==> src/hw/clock_select_pkg.sv <==
// constants, modes and carrier types for the system clock source select block
// assumes a 25 MHz register clock and an APB master with 32-bit data
package clock_select_pkg;

    // ----------------------------------------------------------------
    // register map
    // ----------------------------------------------------------------
    localparam logic [11:0] CLOCK_SOURCE_CONTROL_ADDR = 12'h000;
    localparam logic [11:0] CONFIG_HIGH_BYTE_ADDR     = 12'h004;
    localparam logic [11:0] SECONDARY_TIMER_ADDR      = 12'h008;
    localparam logic [11:0] CLOCK_STATUS_ADDR         = 12'h00C;
    localparam int          SCS_BIT                   = 0;
    localparam int          OSC_ENABLE_BIT            = 0;
    localparam int          CFG_MODE_LSB              = 0;
    localparam int          CFG_SWITCH_BIT            = 3;
    localparam int          STAT_RUN_BIT              = 0;
    localparam int          STAT_PLL_BIT              = 1;
    localparam int          STAT_SECONDARY_BIT        = 2;
    localparam int          STAT_SWITCHING_BIT        = 3;
    localparam int          STAT_MODE_LSB             = 4;
    localparam logic [2:0]  MODE_RESET                = 3'h0;
    localparam logic        SWITCH_ENABLE_N_RESET     = 1'b1;

    // ----------------------------------------------------------------
    // timing
    // ----------------------------------------------------------------
    localparam int          CLK_FREQ_HZ          = 25_000_000;
    localparam int          PLL_LOCK_US          = 2000;
    localparam int          PLL_LOCK_CYCLES      = CLK_FREQ_HZ / 1_000_000 * PLL_LOCK_US;
    localparam int          SYNC_EDGES           = 8;
    localparam int          DIVIDE_BY            = 4;
    localparam logic [1:0]  LAST_QUARTER         = 2'h3;

    // ----------------------------------------------------------------
    // types
    // ----------------------------------------------------------------
    typedef enum logic [2:0] {
        LOW_POWER_CRYSTAL_MODE     = 3'b000,
        STANDARD_CRYSTAL_MODE      = 3'b001,
        HIGH_SPEED_CRYSTAL_MODE    = 3'b010,
        PLL_X4_MODE                = 3'b011,
        RESISTOR_CAPACITOR_OSC_MODE = 3'b100,
        RESISTOR_CAPACITOR_IO_MODE = 3'b101,
        EXTERNAL_CLOCK_MODE        = 3'b110,
        EXTERNAL_CLOCK_IO_MODE     = 3'b111
    } osc_mode_type;

    typedef struct packed {
        logic        psel;
        logic        penable;
        logic        pwrite;
        logic [11:0] paddr;
        logic [31:0] pwdata;
    } apb_request_type;

    typedef struct packed {
        logic [31:0] prdata;
        logic        pready;
        logic        pslverr;
    } apb_answer_type;

endpackage : clock_select_pkg

==> src/hw/edge_counter.sv <==
// counts rising edges of a sampled clock input, reports when a count is reached
// assumes the sampled clock is synchronous to clk and slower than clk / 2
`timescale 1ns/1ns
module edge_counter (
    input  wire logic clk,
    input  wire logic resetn,
    input  wire logic start,
    input  wire logic sampledClock,
    output logic      done
);
    logic [3:0] count;
    logic [3:0] next_count;
    logic       lastLevel;
    logic       next_lastLevel;
    logic       next_done;
    logic       rising;

    always_comb begin
        rising         = sampledClock && !lastLevel;
        next_lastLevel = sampledClock;
        next_count     = count;
        next_done      = 1'b0;
        if (start) begin
            next_count = '0;
        end else if (rising && count != 4'(clock_select_pkg::SYNC_EDGES)) begin
            next_count = count + 4'h1;
            next_done  = (count == 4'(clock_select_pkg::SYNC_EDGES - 1));
        end
    end

    always_ff @(posedge clk) begin
        if (!resetn) begin
            count     <= 4'(clock_select_pkg::SYNC_EDGES);
            lastLevel <= 1'b0;
            done      <= 1'b0;
        end else begin
            count     <= next_count;
            lastLevel <= next_lastLevel;
            done      <= next_done;
        end
    end

    property p_done_after_edges;
        @(posedge clk) disable iff (!resetn)
            done |-> $past(count) == 4'(clock_select_pkg::SYNC_EDGES - 1);
    endproperty
    a_done_after_edges: assert property (p_done_after_edges)
        else $error("switch done without eight edges");

endmodule : edge_counter

==> src/hw/quarter_divider.sv <==
// divides the primary clock input by four and tracks the quarter phase
// assumes the primary clock input is sampled synchronously to clk
`timescale 1ns/1ns
module quarter_divider (
    input  wire logic       clk,
    input  wire logic       resetn,
    input  wire logic       sourceClock,
    output logic [1:0]      phase,
    output logic            divided
);
    logic       lastLevel;
    logic [1:0] next_phase;
    logic       next_divided;

    always_comb begin
        next_phase   = phase;
        next_divided = divided;
        if (sourceClock && !lastLevel) begin
            next_phase   = phase + 2'h1;
            next_divided = (next_phase >= 2'(clock_select_pkg::DIVIDE_BY / 2));
        end
    end

    always_ff @(posedge clk) begin
        if (!resetn) begin
            lastLevel <= 1'b0;
            phase     <= 2'h0;
            divided   <= 1'b0;
        end else begin
            lastLevel <= sourceClock;
            phase     <= next_phase;
            divided   <= next_divided;
        end
    end

    property p_divided_phase;
        @(posedge clk) disable iff (!resetn)
            $rose(divided) |-> phase == 2'(clock_select_pkg::DIVIDE_BY / 2);
    endproperty
    a_divided_phase: assert property (p_divided_phase)
        else $error("divided output rose off the half-count phase");

endmodule : quarter_divider

==> src/hw/system_clock_source_select.sv <==
// system clock source select: oscillator mode, clock-out pin, pll lock, switching
// assumes clock pins are sampled on clk; apb master per the amba rules
// Operation
// - rc mode drives clock-out pin with oscillator divided by four
// - rc io mode: clock-out pin becomes port a bit 6
// - external clock mode drives clock-out pin with input divided by four
// - external clock io mode: clock-out pin becomes port a bit 6
// - external clock modes apply no start-up delay
// - pll mode multiplies incoming crystal frequency by four
// - pll enabled only in pll mode; otherwise clock comes from input pin
// - oscillator mode fixed by three-bit configuration field
// - execution held until pll lock timer expires
// - switching only when enable configuration bit is zero
// - select bit zero picks primary, one picks secondary oscillator
// - every reset clears the system clock select bit
// - secondary oscillator off: select writes ignored, bit forced zero
// - select settable only with switching enabled and secondary running
// - control register bits 7 to 1 read as zero
// - eight primary oscillator modes from three configuration bits
// - count eight target clock edges before using it; code counts only secondary edges, return to primary has no count
// - freeze at first quarter phase until synchronisation finishes; cpuRun drops one clk after select is set, count starts at phase 3 (LAST_QUARTER)
`timescale 1ns/1ns
module system_clock_source_select #(
    parameter int          PLL_LOCK_CYCLES = clock_select_pkg::PLL_LOCK_CYCLES,
    parameter logic [23:0] MODE_MAP        = 24'hFA_C688
) (
    input  wire logic                              clk,
    input  wire logic                              resetn,
    input  wire clock_select_pkg::apb_request_type apbRequest,
    output clock_select_pkg::apb_answer_type       apbAnswer,
    input  wire logic                              clockInPin,
    input  wire logic                              secondaryClockPin,
    input  wire logic                              portABit6Out,
    input  wire logic                              portABit6OutEnableN,
    output logic                                   clockOutPin,
    output logic                                   clockOutEnableN,
    output logic                                   pllEnable,
    output logic                                   secondaryActive,
    output logic                                   cpuRun,
    output logic                                   startupDelayUsed
);
    typedef enum logic [2:0] {
        ST_LOCK     = 3'b000,
        ST_RUN      = 3'b001,
        ST_WAIT_Q1  = 3'b010,
        ST_SYNC     = 3'b011,
        ST_RUN_SEC  = 3'b100
    } switch_state_type;

    // ------------------------------------------------------------
    // mode decode
    // ------------------------------------------------------------
    // code to mode map
    function automatic clock_select_pkg::osc_mode_type decode_mode(input logic [2:0] code);
        decode_mode = clock_select_pkg::osc_mode_type'(MODE_MAP[code * 3 +: 3]);
    endfunction : decode_mode
    function automatic logic is_io_mode(input clock_select_pkg::osc_mode_type mode);
        is_io_mode = (mode == clock_select_pkg::RESISTOR_CAPACITOR_IO_MODE)
                  || (mode == clock_select_pkg::EXTERNAL_CLOCK_IO_MODE);
    endfunction : is_io_mode
    function automatic logic is_div_mode(input clock_select_pkg::osc_mode_type mode);
        is_div_mode = (mode == clock_select_pkg::RESISTOR_CAPACITOR_OSC_MODE)
                   || (mode == clock_select_pkg::EXTERNAL_CLOCK_MODE);
    endfunction : is_div_mode

    logic [2:0]                    oscModeCfg;
    logic                          clockSwitchEnableNCfg;
    logic                          secondaryOscEnable;
    logic                          systemClockSelect;
    logic                          configLocked;
    clock_select_pkg::osc_mode_type mode;
    switch_state_type              state;
    logic [23:0]                   lockCount;
    logic                          syncStart, syncDone;
    logic [1:0]                    phase;
    logic                          divided, targetClock;

    logic [2:0]       next_oscModeCfg;
    logic             next_clockSwitchEnableNCfg, next_secondaryOscEnable;
    logic             next_systemClockSelect, next_configLocked;
    switch_state_type next_state;
    logic [23:0]      next_lockCount;
    logic             next_syncStart;
    clock_select_pkg::apb_answer_type next_apbAnswer;
    logic             next_clockOutPin, next_clockOutEnableN;
    logic             next_pllEnable, next_secondaryActive;
    logic             next_cpuRun, next_startupDelayUsed;
    logic             access, switchAllowed;

    assign mode = decode_mode(oscModeCfg);

    quarter_divider divider (
        .clk         (clk),
        .resetn      (resetn),
        .sourceClock (clockInPin),
        .phase       (phase),
        .divided     (divided)
    );

    assign targetClock = (state == ST_WAIT_Q1 || state == ST_SYNC) ? secondaryClockPin
                                                                    : clockInPin;
    edge_counter syncCounter (
        .clk          (clk),
        .resetn       (resetn),
        .start        (syncStart),
        .sampledClock (targetClock),
        .done         (syncDone)
    );

    // ------------------------------------------------------------
    // register file
    // ------------------------------------------------------------
    always_comb begin
        access                     = apbRequest.psel && apbRequest.penable;
        next_oscModeCfg            = oscModeCfg;
        next_clockSwitchEnableNCfg = clockSwitchEnableNCfg;
        next_secondaryOscEnable    = secondaryOscEnable;
        next_configLocked          = configLocked;
        next_systemClockSelect     = systemClockSelect;
        next_apbAnswer             = '0;
        next_apbAnswer.pready      = access && !apbAnswer.pready;
        if (access && !apbAnswer.pready) begin
            unique case (apbRequest.paddr)
                clock_select_pkg::CLOCK_SOURCE_CONTROL_ADDR: begin
                    next_apbAnswer.prdata[clock_select_pkg::SCS_BIT] = systemClockSelect;
                    if (apbRequest.pwrite) begin
                        next_systemClockSelect = apbRequest.pwdata[clock_select_pkg::SCS_BIT];
                    end
                end
                clock_select_pkg::CONFIG_HIGH_BYTE_ADDR: begin
                    next_apbAnswer.prdata[clock_select_pkg::CFG_MODE_LSB +: 3] = oscModeCfg;
                    next_apbAnswer.prdata[clock_select_pkg::CFG_SWITCH_BIT] =
                        clockSwitchEnableNCfg;
                    if (apbRequest.pwrite && !configLocked) begin
                        next_oscModeCfg = apbRequest.pwdata[clock_select_pkg::CFG_MODE_LSB +: 3];
                        next_clockSwitchEnableNCfg =
                            apbRequest.pwdata[clock_select_pkg::CFG_SWITCH_BIT];
                        next_configLocked = 1'b1;
                    end
                end
                clock_select_pkg::SECONDARY_TIMER_ADDR: begin
                    next_apbAnswer.prdata[clock_select_pkg::OSC_ENABLE_BIT] = secondaryOscEnable;
                    if (apbRequest.pwrite) begin
                        next_secondaryOscEnable =
                            apbRequest.pwdata[clock_select_pkg::OSC_ENABLE_BIT];
                    end
                end
                clock_select_pkg::CLOCK_STATUS_ADDR: begin
                    next_apbAnswer.prdata[clock_select_pkg::STAT_RUN_BIT]       = cpuRun;
                    next_apbAnswer.prdata[clock_select_pkg::STAT_PLL_BIT]       = pllEnable;
                    next_apbAnswer.prdata[clock_select_pkg::STAT_SECONDARY_BIT] =
                        secondaryActive;
                    next_apbAnswer.prdata[clock_select_pkg::STAT_SWITCHING_BIT] =
                        (state == ST_WAIT_Q1) || (state == ST_SYNC);
                    next_apbAnswer.prdata[clock_select_pkg::STAT_MODE_LSB +: 3] = mode;
                end
                default: begin
                    next_apbAnswer.pslverr = 1'b1;
                end
            endcase
        end
        switchAllowed = !next_clockSwitchEnableNCfg && next_secondaryOscEnable;
        if (!switchAllowed) begin
            next_systemClockSelect = 1'b0;
        end
    end

    // ------------------------------------------------------------
    // switching and lock sequencing
    // ------------------------------------------------------------
    always_comb begin
        next_state     = state;
        next_lockCount = lockCount;
        next_syncStart = 1'b0;
        unique case (state)
            // hold until lock, no delay otherwise
            ST_LOCK: begin
                if (mode != clock_select_pkg::PLL_X4_MODE || lockCount == 24'h00_0000) begin
                    next_state = configLocked ? ST_RUN : ST_LOCK;
                end else begin
                    next_lockCount = lockCount - 24'h00_0001;
                end
            end
            ST_RUN: begin
                if (systemClockSelect) begin
                    next_state = ST_WAIT_Q1;
                end
            end
            ST_WAIT_Q1: begin
                if (!systemClockSelect) begin
                    next_state = ST_RUN;
                end else if (phase == clock_select_pkg::LAST_QUARTER) begin
                    next_state     = ST_SYNC;
                    next_syncStart = 1'b1;
                end
            end
            ST_SYNC: begin
                if (!systemClockSelect) begin
                    next_state = ST_RUN;
                end else if (syncDone) begin
                    next_state = ST_RUN_SEC;
                end
            end
            ST_RUN_SEC: begin
                if (!systemClockSelect) begin
                    next_state     = ST_LOCK;
                    next_lockCount = 24'(PLL_LOCK_CYCLES);
                end
            end
            default: begin
                next_state = ST_LOCK;
            end
        endcase
        next_secondaryActive = (next_state == ST_RUN_SEC);
        next_cpuRun          = (next_state == ST_RUN) || (next_state == ST_RUN_SEC);
        next_pllEnable       = (mode == clock_select_pkg::PLL_X4_MODE);
        next_startupDelayUsed = (next_state == ST_LOCK) && next_pllEnable;
        next_clockOutPin     = 1'b0;
        next_clockOutEnableN = 1'b1;
        if (is_div_mode(mode)) begin
            next_clockOutPin     = divided;
            next_clockOutEnableN = 1'b0;
        end else if (is_io_mode(mode)) begin
            next_clockOutPin     = portABit6Out;
            next_clockOutEnableN = portABit6OutEnableN;
        end
    end

    always_ff @(posedge clk) begin
        if (!resetn) begin
            oscModeCfg            <= clock_select_pkg::MODE_RESET;
            clockSwitchEnableNCfg <= clock_select_pkg::SWITCH_ENABLE_N_RESET;
            secondaryOscEnable    <= 1'b0;
            configLocked          <= 1'b0;
            systemClockSelect     <= 1'b0;
            state                 <= ST_LOCK;
            lockCount             <= 24'(PLL_LOCK_CYCLES);
            syncStart             <= 1'b0;
            apbAnswer             <= '0;
            clockOutPin           <= 1'b0;
            clockOutEnableN       <= 1'b1;
            pllEnable             <= 1'b0;
            secondaryActive       <= 1'b0;
            cpuRun                <= 1'b0;
            startupDelayUsed      <= 1'b0;
        end else begin
            oscModeCfg            <= next_oscModeCfg;
            clockSwitchEnableNCfg <= next_clockSwitchEnableNCfg;
            secondaryOscEnable    <= next_secondaryOscEnable;
            configLocked          <= next_configLocked;
            systemClockSelect     <= next_systemClockSelect;
            state                 <= next_state;
            lockCount             <= next_lockCount;
            syncStart             <= next_syncStart;
            apbAnswer             <= next_apbAnswer;
            clockOutPin           <= next_clockOutPin;
            clockOutEnableN       <= next_clockOutEnableN;
            pllEnable             <= next_pllEnable;
            secondaryActive       <= next_secondaryActive;
            cpuRun                <= next_cpuRun;
            startupDelayUsed      <= next_startupDelayUsed;
        end
    end

    // ------------------------------------------------------------
    // checks
    // ------------------------------------------------------------
    property p_select_gated;
        @(posedge clk) disable iff (!resetn)
            systemClockSelect |-> !clockSwitchEnableNCfg && secondaryOscEnable;
    endproperty
    a_select_gated: assert property (p_select_gated)
        else $error("select set while switching not allowed");
    property p_osc_off_clears;
        @(posedge clk) disable iff (!resetn)
            !secondaryOscEnable |-> !systemClockSelect;
    endproperty
    a_osc_off_clears: assert property (p_osc_off_clears)
        else $error("select set with secondary oscillator off");
    property p_pll_mode_only;
        @(posedge clk) disable iff (!resetn)
            ##1 pllEnable == ($past(mode) == clock_select_pkg::PLL_X4_MODE);
    endproperty
    a_pll_mode_only: assert property (p_pll_mode_only)
        else $error("pll enable does not match mode");
    property p_secondary_needs_select;
        @(posedge clk) disable iff (!resetn)
            secondaryActive |-> $past(systemClockSelect);
    endproperty
    a_secondary_needs_select: assert property (p_secondary_needs_select)
        else $error("secondary source without select");
    property p_io_mode_pin;
        @(posedge clk) disable iff (!resetn)
            is_io_mode($past(mode)) |-> clockOutEnableN == $past(portABit6OutEnableN);
    endproperty
    a_io_mode_pin: assert property (p_io_mode_pin)
        else $error("io mode pin not handed to port");
    property p_div_mode_drive;
        @(posedge clk) disable iff (!resetn)
            is_div_mode($past(mode)) |-> !clockOutEnableN && clockOutPin == $past(divided);
    endproperty
    a_div_mode_drive: assert property (p_div_mode_drive)
        else $error("divided clock not driven");
    property p_no_run_in_lock;
        @(posedge clk) disable iff (!resetn)
            (state == ST_LOCK && lockCount != 24'h00_0000
             && mode == clock_select_pkg::PLL_X4_MODE) |=> !cpuRun;
    endproperty
    a_no_run_in_lock: assert property (p_no_run_in_lock)
        else $error("execution before pll lock");
    property p_ext_no_delay;
        @(posedge clk) disable iff (!resetn)
            (state == ST_LOCK && mode == clock_select_pkg::EXTERNAL_CLOCK_MODE)
                |=> state == ST_RUN;
    endproperty
    a_ext_no_delay: assert property (p_ext_no_delay)
        else $error("start-up delay in external clock mode");
    property p_frozen_in_sync;
        @(posedge clk) disable iff (!resetn)
            (state == ST_SYNC && !syncDone && systemClockSelect) |=> !cpuRun;
    endproperty
    a_frozen_in_sync: assert property (p_frozen_in_sync)
        else $error("processor ran during synchronisation");

endmodule : system_clock_source_select

==> config.mk <==
export PLATFORM = sky130hd
export DESIGN_NAME = system_clock_source_select
export DESIGN_NICKNAME = d
export VERILOG_FILES = /design/src/hw/clock_select_pkg.sv /design/src/hw/edge_counter.sv /design/src/hw/quarter_divider.sv /design/src/hw/system_clock_source_select.sv
export SDC_FILE = /design/constraint.sdc
export NUM_CORES = 1
export LEC_CHECK = 0
export BUFFER_PORTS_ARGS = -buffer_cell sky130_fd_sc_hd__buf_2
export CAP_MARGIN = 40
export CORE_MARGIN = 5
export CORE_UTILIZATION = 46
export CTS_CLUSTER_DIAMETER = 120
export CTS_CLUSTER_SIZE = 10
export DETAILED_ROUTE_END_ITERATION = 8
export GPL_TIMING_DRIVEN = 0
export PLACE_DENSITY = 0.76
export SYNTH_ARGS = -nofsm -noshare
export SYNTH_HDL_FRONTEND = slang
export SYNTH_SLANG_ARGS = --single-unit
==> constraint.sdc <==
create_clock -name clk -period 2.2 [get_ports clk]
set_input_delay 0 -clock clk [delete_from_list [all_inputs] [get_ports clk]]
set_output_delay 0 -clock clk [all_outputs]
set_load 0.03 [all_outputs]
======== Yosys cells after proc, flatten, opt, wreduce, memory -nomap -nowiden ========
Index checks and enable logic that the tools add are counted.
storage, ports and cells
  register bits ........................... 85
  input port bits ......................... 53
  output and inout port bits .............. 40
  logic and storage cells ................. 117
operators by class
  add/sub/neg operators ................... 3
  multipliers ............................. 1
  order comparisons ....................... 1
  eq/ne operators ......................... 20
  shift-type cells ........................ 1
  muxes and demuxes ....................... 29
  bitwise logic cells ..................... 2
  reductions and logical operators ........ 34
operator list
  operator                 number
  $mux 24                  2
  $pmux 24 s2              1
  $eq 12x4->1 const B      2
  $logic_not 24->1         1
  $shiftx 24x6->3 const A  1
  $sub 24x1->24 const B    1
  $mux 3                   7
  $eq 3x3->1 const B       6
  $pmux 3 s5               1
  $reduce_and 3->1         5
  $mux 1                   14
  $eq 12x3->1 const B      1
  $logic_not 12->1         1
  $eq 3x2->1 const B       3
  $logic_and 1x1->1        8
  $mux 4                   2
  $eq 3x1->1 const B       2
  $logic_not 3->1          2
  $pmux 3 s2               1
  $logic_not 1->1          5
  $logic_or 1x1->1         5
  $mul 3x2->5 const B      1
  $add 4x1->4 const B      1
  $eq 4x3->1 const B       1
  13 further kinds         17

======== Longest topological paths before layout ========
  word-level depth ........................ 8
  depth in mapped cells ................... 9

======== Cells and area by module ========
A second synthesis with hierarchy kept.
unflattened totals
  cells, all modules ...................... 336
  area, all modules ....................... 2989.1 sq um
modules (own cells, without submodules)
  module                      instances  cells each  area each (sq um)  sequential area each (sq um)
  system_clock_source_select  1          292         2585.0             1001.0
  edge_counter                1          33          286.5              120.1
  quarter_divider             1          11          117.6              60.1

======== Worst setup path after synthesis ========
No wires, ideal clock.
  path kind ............................... flip-flop to flip-flop
  from .................................... register lockCount[18]
  to ...................................... register lockCount[9]
  library setup time ...................... 120 ps
  arrival ................................. 2199 ps
  data required time ...................... 2080 ps
  slack ................................... -119 ps
  stages on the path, launching flop included .. 9
  buffers on the path ..................... 3
  period minus slack after synthesis ...... 2319 ps
  path through ............................ dfxtp_1 or4_4 or4_1 buf_2 o21ai_2 buf_6 buf_12 nor3_2 a211o_1
between the ends
  longest elaborated chain between the ends .. 4
RTL lines
  item                        RTL line                           text
  start: declaration          system_clock_source_select.sv:73   logic [23:0] lockCount;
  start signal: assignment    system_clock_source_select.sv:237  lockCount <= 24'(PLL_LOCK_CYCLES);
  start signal: assignment    system_clock_source_select.sv:253  lockCount <= next_lockCount;
  $logic_not 24->1            system_clock_source_select.sv:178  if (mode != clock_select_pkg::PLL_X4_MODE || lockCount == 24'h00_0000) begin
  $logic_or 1x1->1            system_clock_source_select.sv:178
  $ne 2x2->1 (no line)        --
  $reduce_and 3->1 (no line)  --
Every way passes these cells.
A chain may end at the register's enable or synchronous reset.

======== Worst setup path after layout ========
  from .................................... register lockCount[21]
  to ...................................... register lockCount[9]
The elaborated chain is that of the path after synthesis.

==> metrics.md <==
| Metric | Value |
|---|---|
| Outcome | finished, violations left |
| Failing checks | negative setup slack |
| Clock sink count | 59 |
| DR DRC count | 0 |
| Total power | ~2.4 mW |
| Wl on met1 | about 3 mm |
| WL final | approximately 7.3 mm |
| Layout cells sized above 1 | 0.302 |
| Largest net degree at the start of global routing | 11 |
| Worst-Skew Late Latency | about 350 ps |
| Post-synth top cells | dfxtp_1 (59), nor2_1 (29), buf_4 (25), nand2_1 (25), mux2i_1 (21) |
| Post-synthesis sequential area ratio | 0.392 |
| Layout Utilization | 0.618 |
| Root buffer cell | clkbuf_8 |
| Met2 Routed Length | 3.41 mm |
| Fin crit share | 1.03 |
| Hold path cells | 3 |
| Die Width | approximately 91 µm |
| Final non-filler cell area | 3920 µm² |
| Crit path max fanout | 9 |
| Antenna diode count | 0 |
| Worst-margin pin slew | ~710 ps |
| RSZ-0062 raised after global routing | yes |
| Min-Delay Path Class | input pin to flip-flop |
| CP most frequent cell | or4_4 |
| Hold endpoint | apbAnswer[3] |
| Ys flop type | dfxtp_1 |
| Worst reg2reg endpoint | lockCount[9] |
| Peak supply drop | around 0.44 mV |
| Crit-path max cell delay | 530 ps |
| Number of flops mapped to enable cells by yosys | 0 |
| Nature of the critical path endpoint | flip-flop |
| Kind of critical path | flip-flop to flip-flop |
| H-tree depth | 3 |
| Num ports | 93 |
| Number of nets in the layout | between 400 and 500 |
| Final Hold Fails | 0 |
| Reg2Reg Setup Slack | -60 ps |
| Most frequent cell after synthesis | dfxtp_1 |
| Final Setup Violations | 2 |
| Detailed-route wire length per cell | about 14 µm |
| Min cycle time layout | between 2000 and 2500 ps |
| Max Buffers Root-to-Sink | 2 |
| Final slew viol count | 0 |
| Data arrival, critical path | between 2000 and 2500 ps |
| R2R depth | 7 |
| TritonCTS buffer count | 9 |
| Max_slew headroom | 0.523 |
| Top post-synthesis cells by area | dfxtp_1 (39%), mux2i_1 (7.0%), buf_4 (6.2%) |
| Cells after Synth | between 300 and 400 |
| Starting Density | 0.475 |
| Die Y | roughly 90 µm |
| ANT nets after route | 0 |
| Vias/cell | between 5 and 6 |
| Core area | about 6300 µm² |
| Crit-path cells | or4_4 > or4_4 > o21ai_4 > buf_6 > buf_12 > nor3_2 > a211o_1 |
| Max-cap violations | 0 |
| Met3 routed WL | 622 µm |
| Avg Inst Size Synth | ~9.0 µm² |
| Port-buffer cells | 38 |
| Worst clock skew | 7.80 ps |
| CP Launch Type | flip-flop |
| Initial antenna violation count | 0 |
| Fin cells | 514 |
| # placed instances | approximately 480 |
| Via count | roughly 2800 |
| Critical path's slowest cell | or4_4 |
| Critical path's top delay family | simple AND/OR/NAND/NOR gates |
| Syn Std Cell Area | 3020 µm² |
| HPWL Detailed | 5.00 mm |
| Pleak | around 1.6 nW |
| FMAX | around 440 MHz |
| Gpl congestion | 0.969 |
| First-pass GRT wire length | 11.8 mm |
| CTS tree | done |
| Vias in the first global route | about 2500 |
| Clock slew at reported path FFs | approximately 70 ps |
| Yosys warning count | 0 |
| Critical Path RT | about 2400 ps |
| Placed inst area | 3410 µm² |
| Library cells used by synthesis | 61 |
| Area grow syn2layout | 30.1% |
| Asr flop ratio synth | 0 |
| Max layer used | met4 |
| HP Start | apbRequest[34] |
| Initial drt markers | 178 |
| Post-route setup slack | -55.5 ps |
| Synth area leader | dfxtp_1 |
| Total gr overflow | 0 |
| Flop and latch count out of synthesis | between 50 and 60 |
| Worst flop-to-flop path startpoint | lockCount[21] |
| P per Cell Area | about 600 nW/µm² |
| Top-area cell type share of the netlist area | 0.392 |
| FP Rows | 29 |
| Die area | around 8300 µm² |
| GRT Util Overall | 0.172 |
| Pre-Repair DR Iteration Count | 5 |
| CP bufs+invs | 2 |
==> cell families after synthesis <==
kind of cell             after synthesis  share of synthesized area
AO/OA/AOI/OAI                         56                      0.136
flip-flops                            59                      0.392
other                                  1                    0.00124
XOR/XNOR                               5                     0.0145
adder cells (fa/ha/maj)                4                     0.0166
buffers and inverters                 47                     0.0979
multiplexers                          23                     0.0809
AND/OR/NAND/NOR                      142                      0.262
==> registers in the layout, summed over array words and instances, names as in the netlist, 3 cells and up <==
signal,cells
state,3
syncCounter.count,4
lockCount,24
oscModeCfg,3
apbAnswer,9
==> worst register-to-register path, stage by stage, from the launching register on <==
cell     delay, ps
dfxtp_2        330
or4_4          530
or4_4          490
o21ai_4        200
buf_6          150
buf_12         130
nor3_2          50
a211o_1        270
==> report_power, final <==
group / switching, mW / total, mW / internal, mW / leakage, nW
Clock: 0.432 / 1.09 / 0.657 / 0.108
Combinational: 0.114 / 0.194 / 0.0795 / 1.06
Sequential: 0.00437 / 1.08 / 1.07 / 0.479
Total: 0.550 / 2.36 / 1.81 / 1.65
==> routing by layer <==
metal  up-vias  global-route usage
li1       1379                   -
met1      1304               0.209
met2       119               0.279
met3        22              0.0529
met4         0              0.0795
met5         -                   0
==> placed cells by master (no fill, tap or decap), types with 3 or more instances in the layout <==
cell	synthesis	layout
a2111o_1	6	6
a21oi_1	15	12
a21oi_2	0	3
and2_1	4	4
and3_1	14	14
buf_2	1	38
buf_4	25	37
buf_6	1	3
clkbuf_1	9	6
clkbuf_8	0	10
conb_1	1	25
dfxtp_1	59	55
dfxtp_2	0	3
dlygate4sd3_1	0	11
ha_1	4	3
inv_1	10	7
inv_2	0	3
mux2i_1	21	21
nand2_1	25	24
nand2b_1	5	5
nand3_1	7	7
nand4_1	3	3
nor2_1	29	29
nor2b_1	4	4
nor3_1	8	7
nor4_1	11	9
o2111ai_1	6	6
o21a_1	5	5
o21ai_0	5	3
or3_1	9	9
or4_1	7	5
or4_4	1	3
xnor2_1	4	4
==> how the worst max path moves through the flow <==
stage	startpoint	slack [ps]	end	cells past startpoint
after CTS	lockCount[0]	-20	lockCount[20]	7
final	lockCount[21]	-60	lockCount[9]	7
after global routing	lockCount[21]	-80	lockCount[9]	7
after global placement	lockCount[3]	-240	lockCount[20]	5
after floorplan	lockCount[19]	7	lockCount[9]	8
after detailed placement	lockCount[3]	-240	lockCount[20]	5
==> through the flow <==
step	setup WS, ps	TNS, ps	hold WS [ps]
floorplan	7.17	0	114
global placement	-235	-1130	200
detailed placement	-245	-1290	205
CTS	-23.0	-23.0	4.58
global route	-81.1	-298	18.2
finish	-55.5	-65.4	5.73
==> layout make-up <==
| cell class | instances | area [µm²] |
|---|---|---|
| buffer | 35 | 251 |
| fill | 530 | 2430 |
| timing repair buffer | 63 | 413 |
| clock buffer | 10 | 138 |
| tap | 77 | 96.3 |
| multi-input combinational | 255 | 1720 |
| sequential | 59 | 1190 |
| clock inverter | 5 | 77.6 |
| inverter | 10 | 37.5 |
==> repair_timing <==
item | 4_1_cts | 5_1_grt
setup endpoints to repair | 16 | 18
endpoints found under the hold margin | 11 | 0
pin swaps | 1 | 2
hold buffers | 11 | 0
setup buffers | 5 | 9
resized for setup | 12 | 19
(Power assumes the default switching activity.)
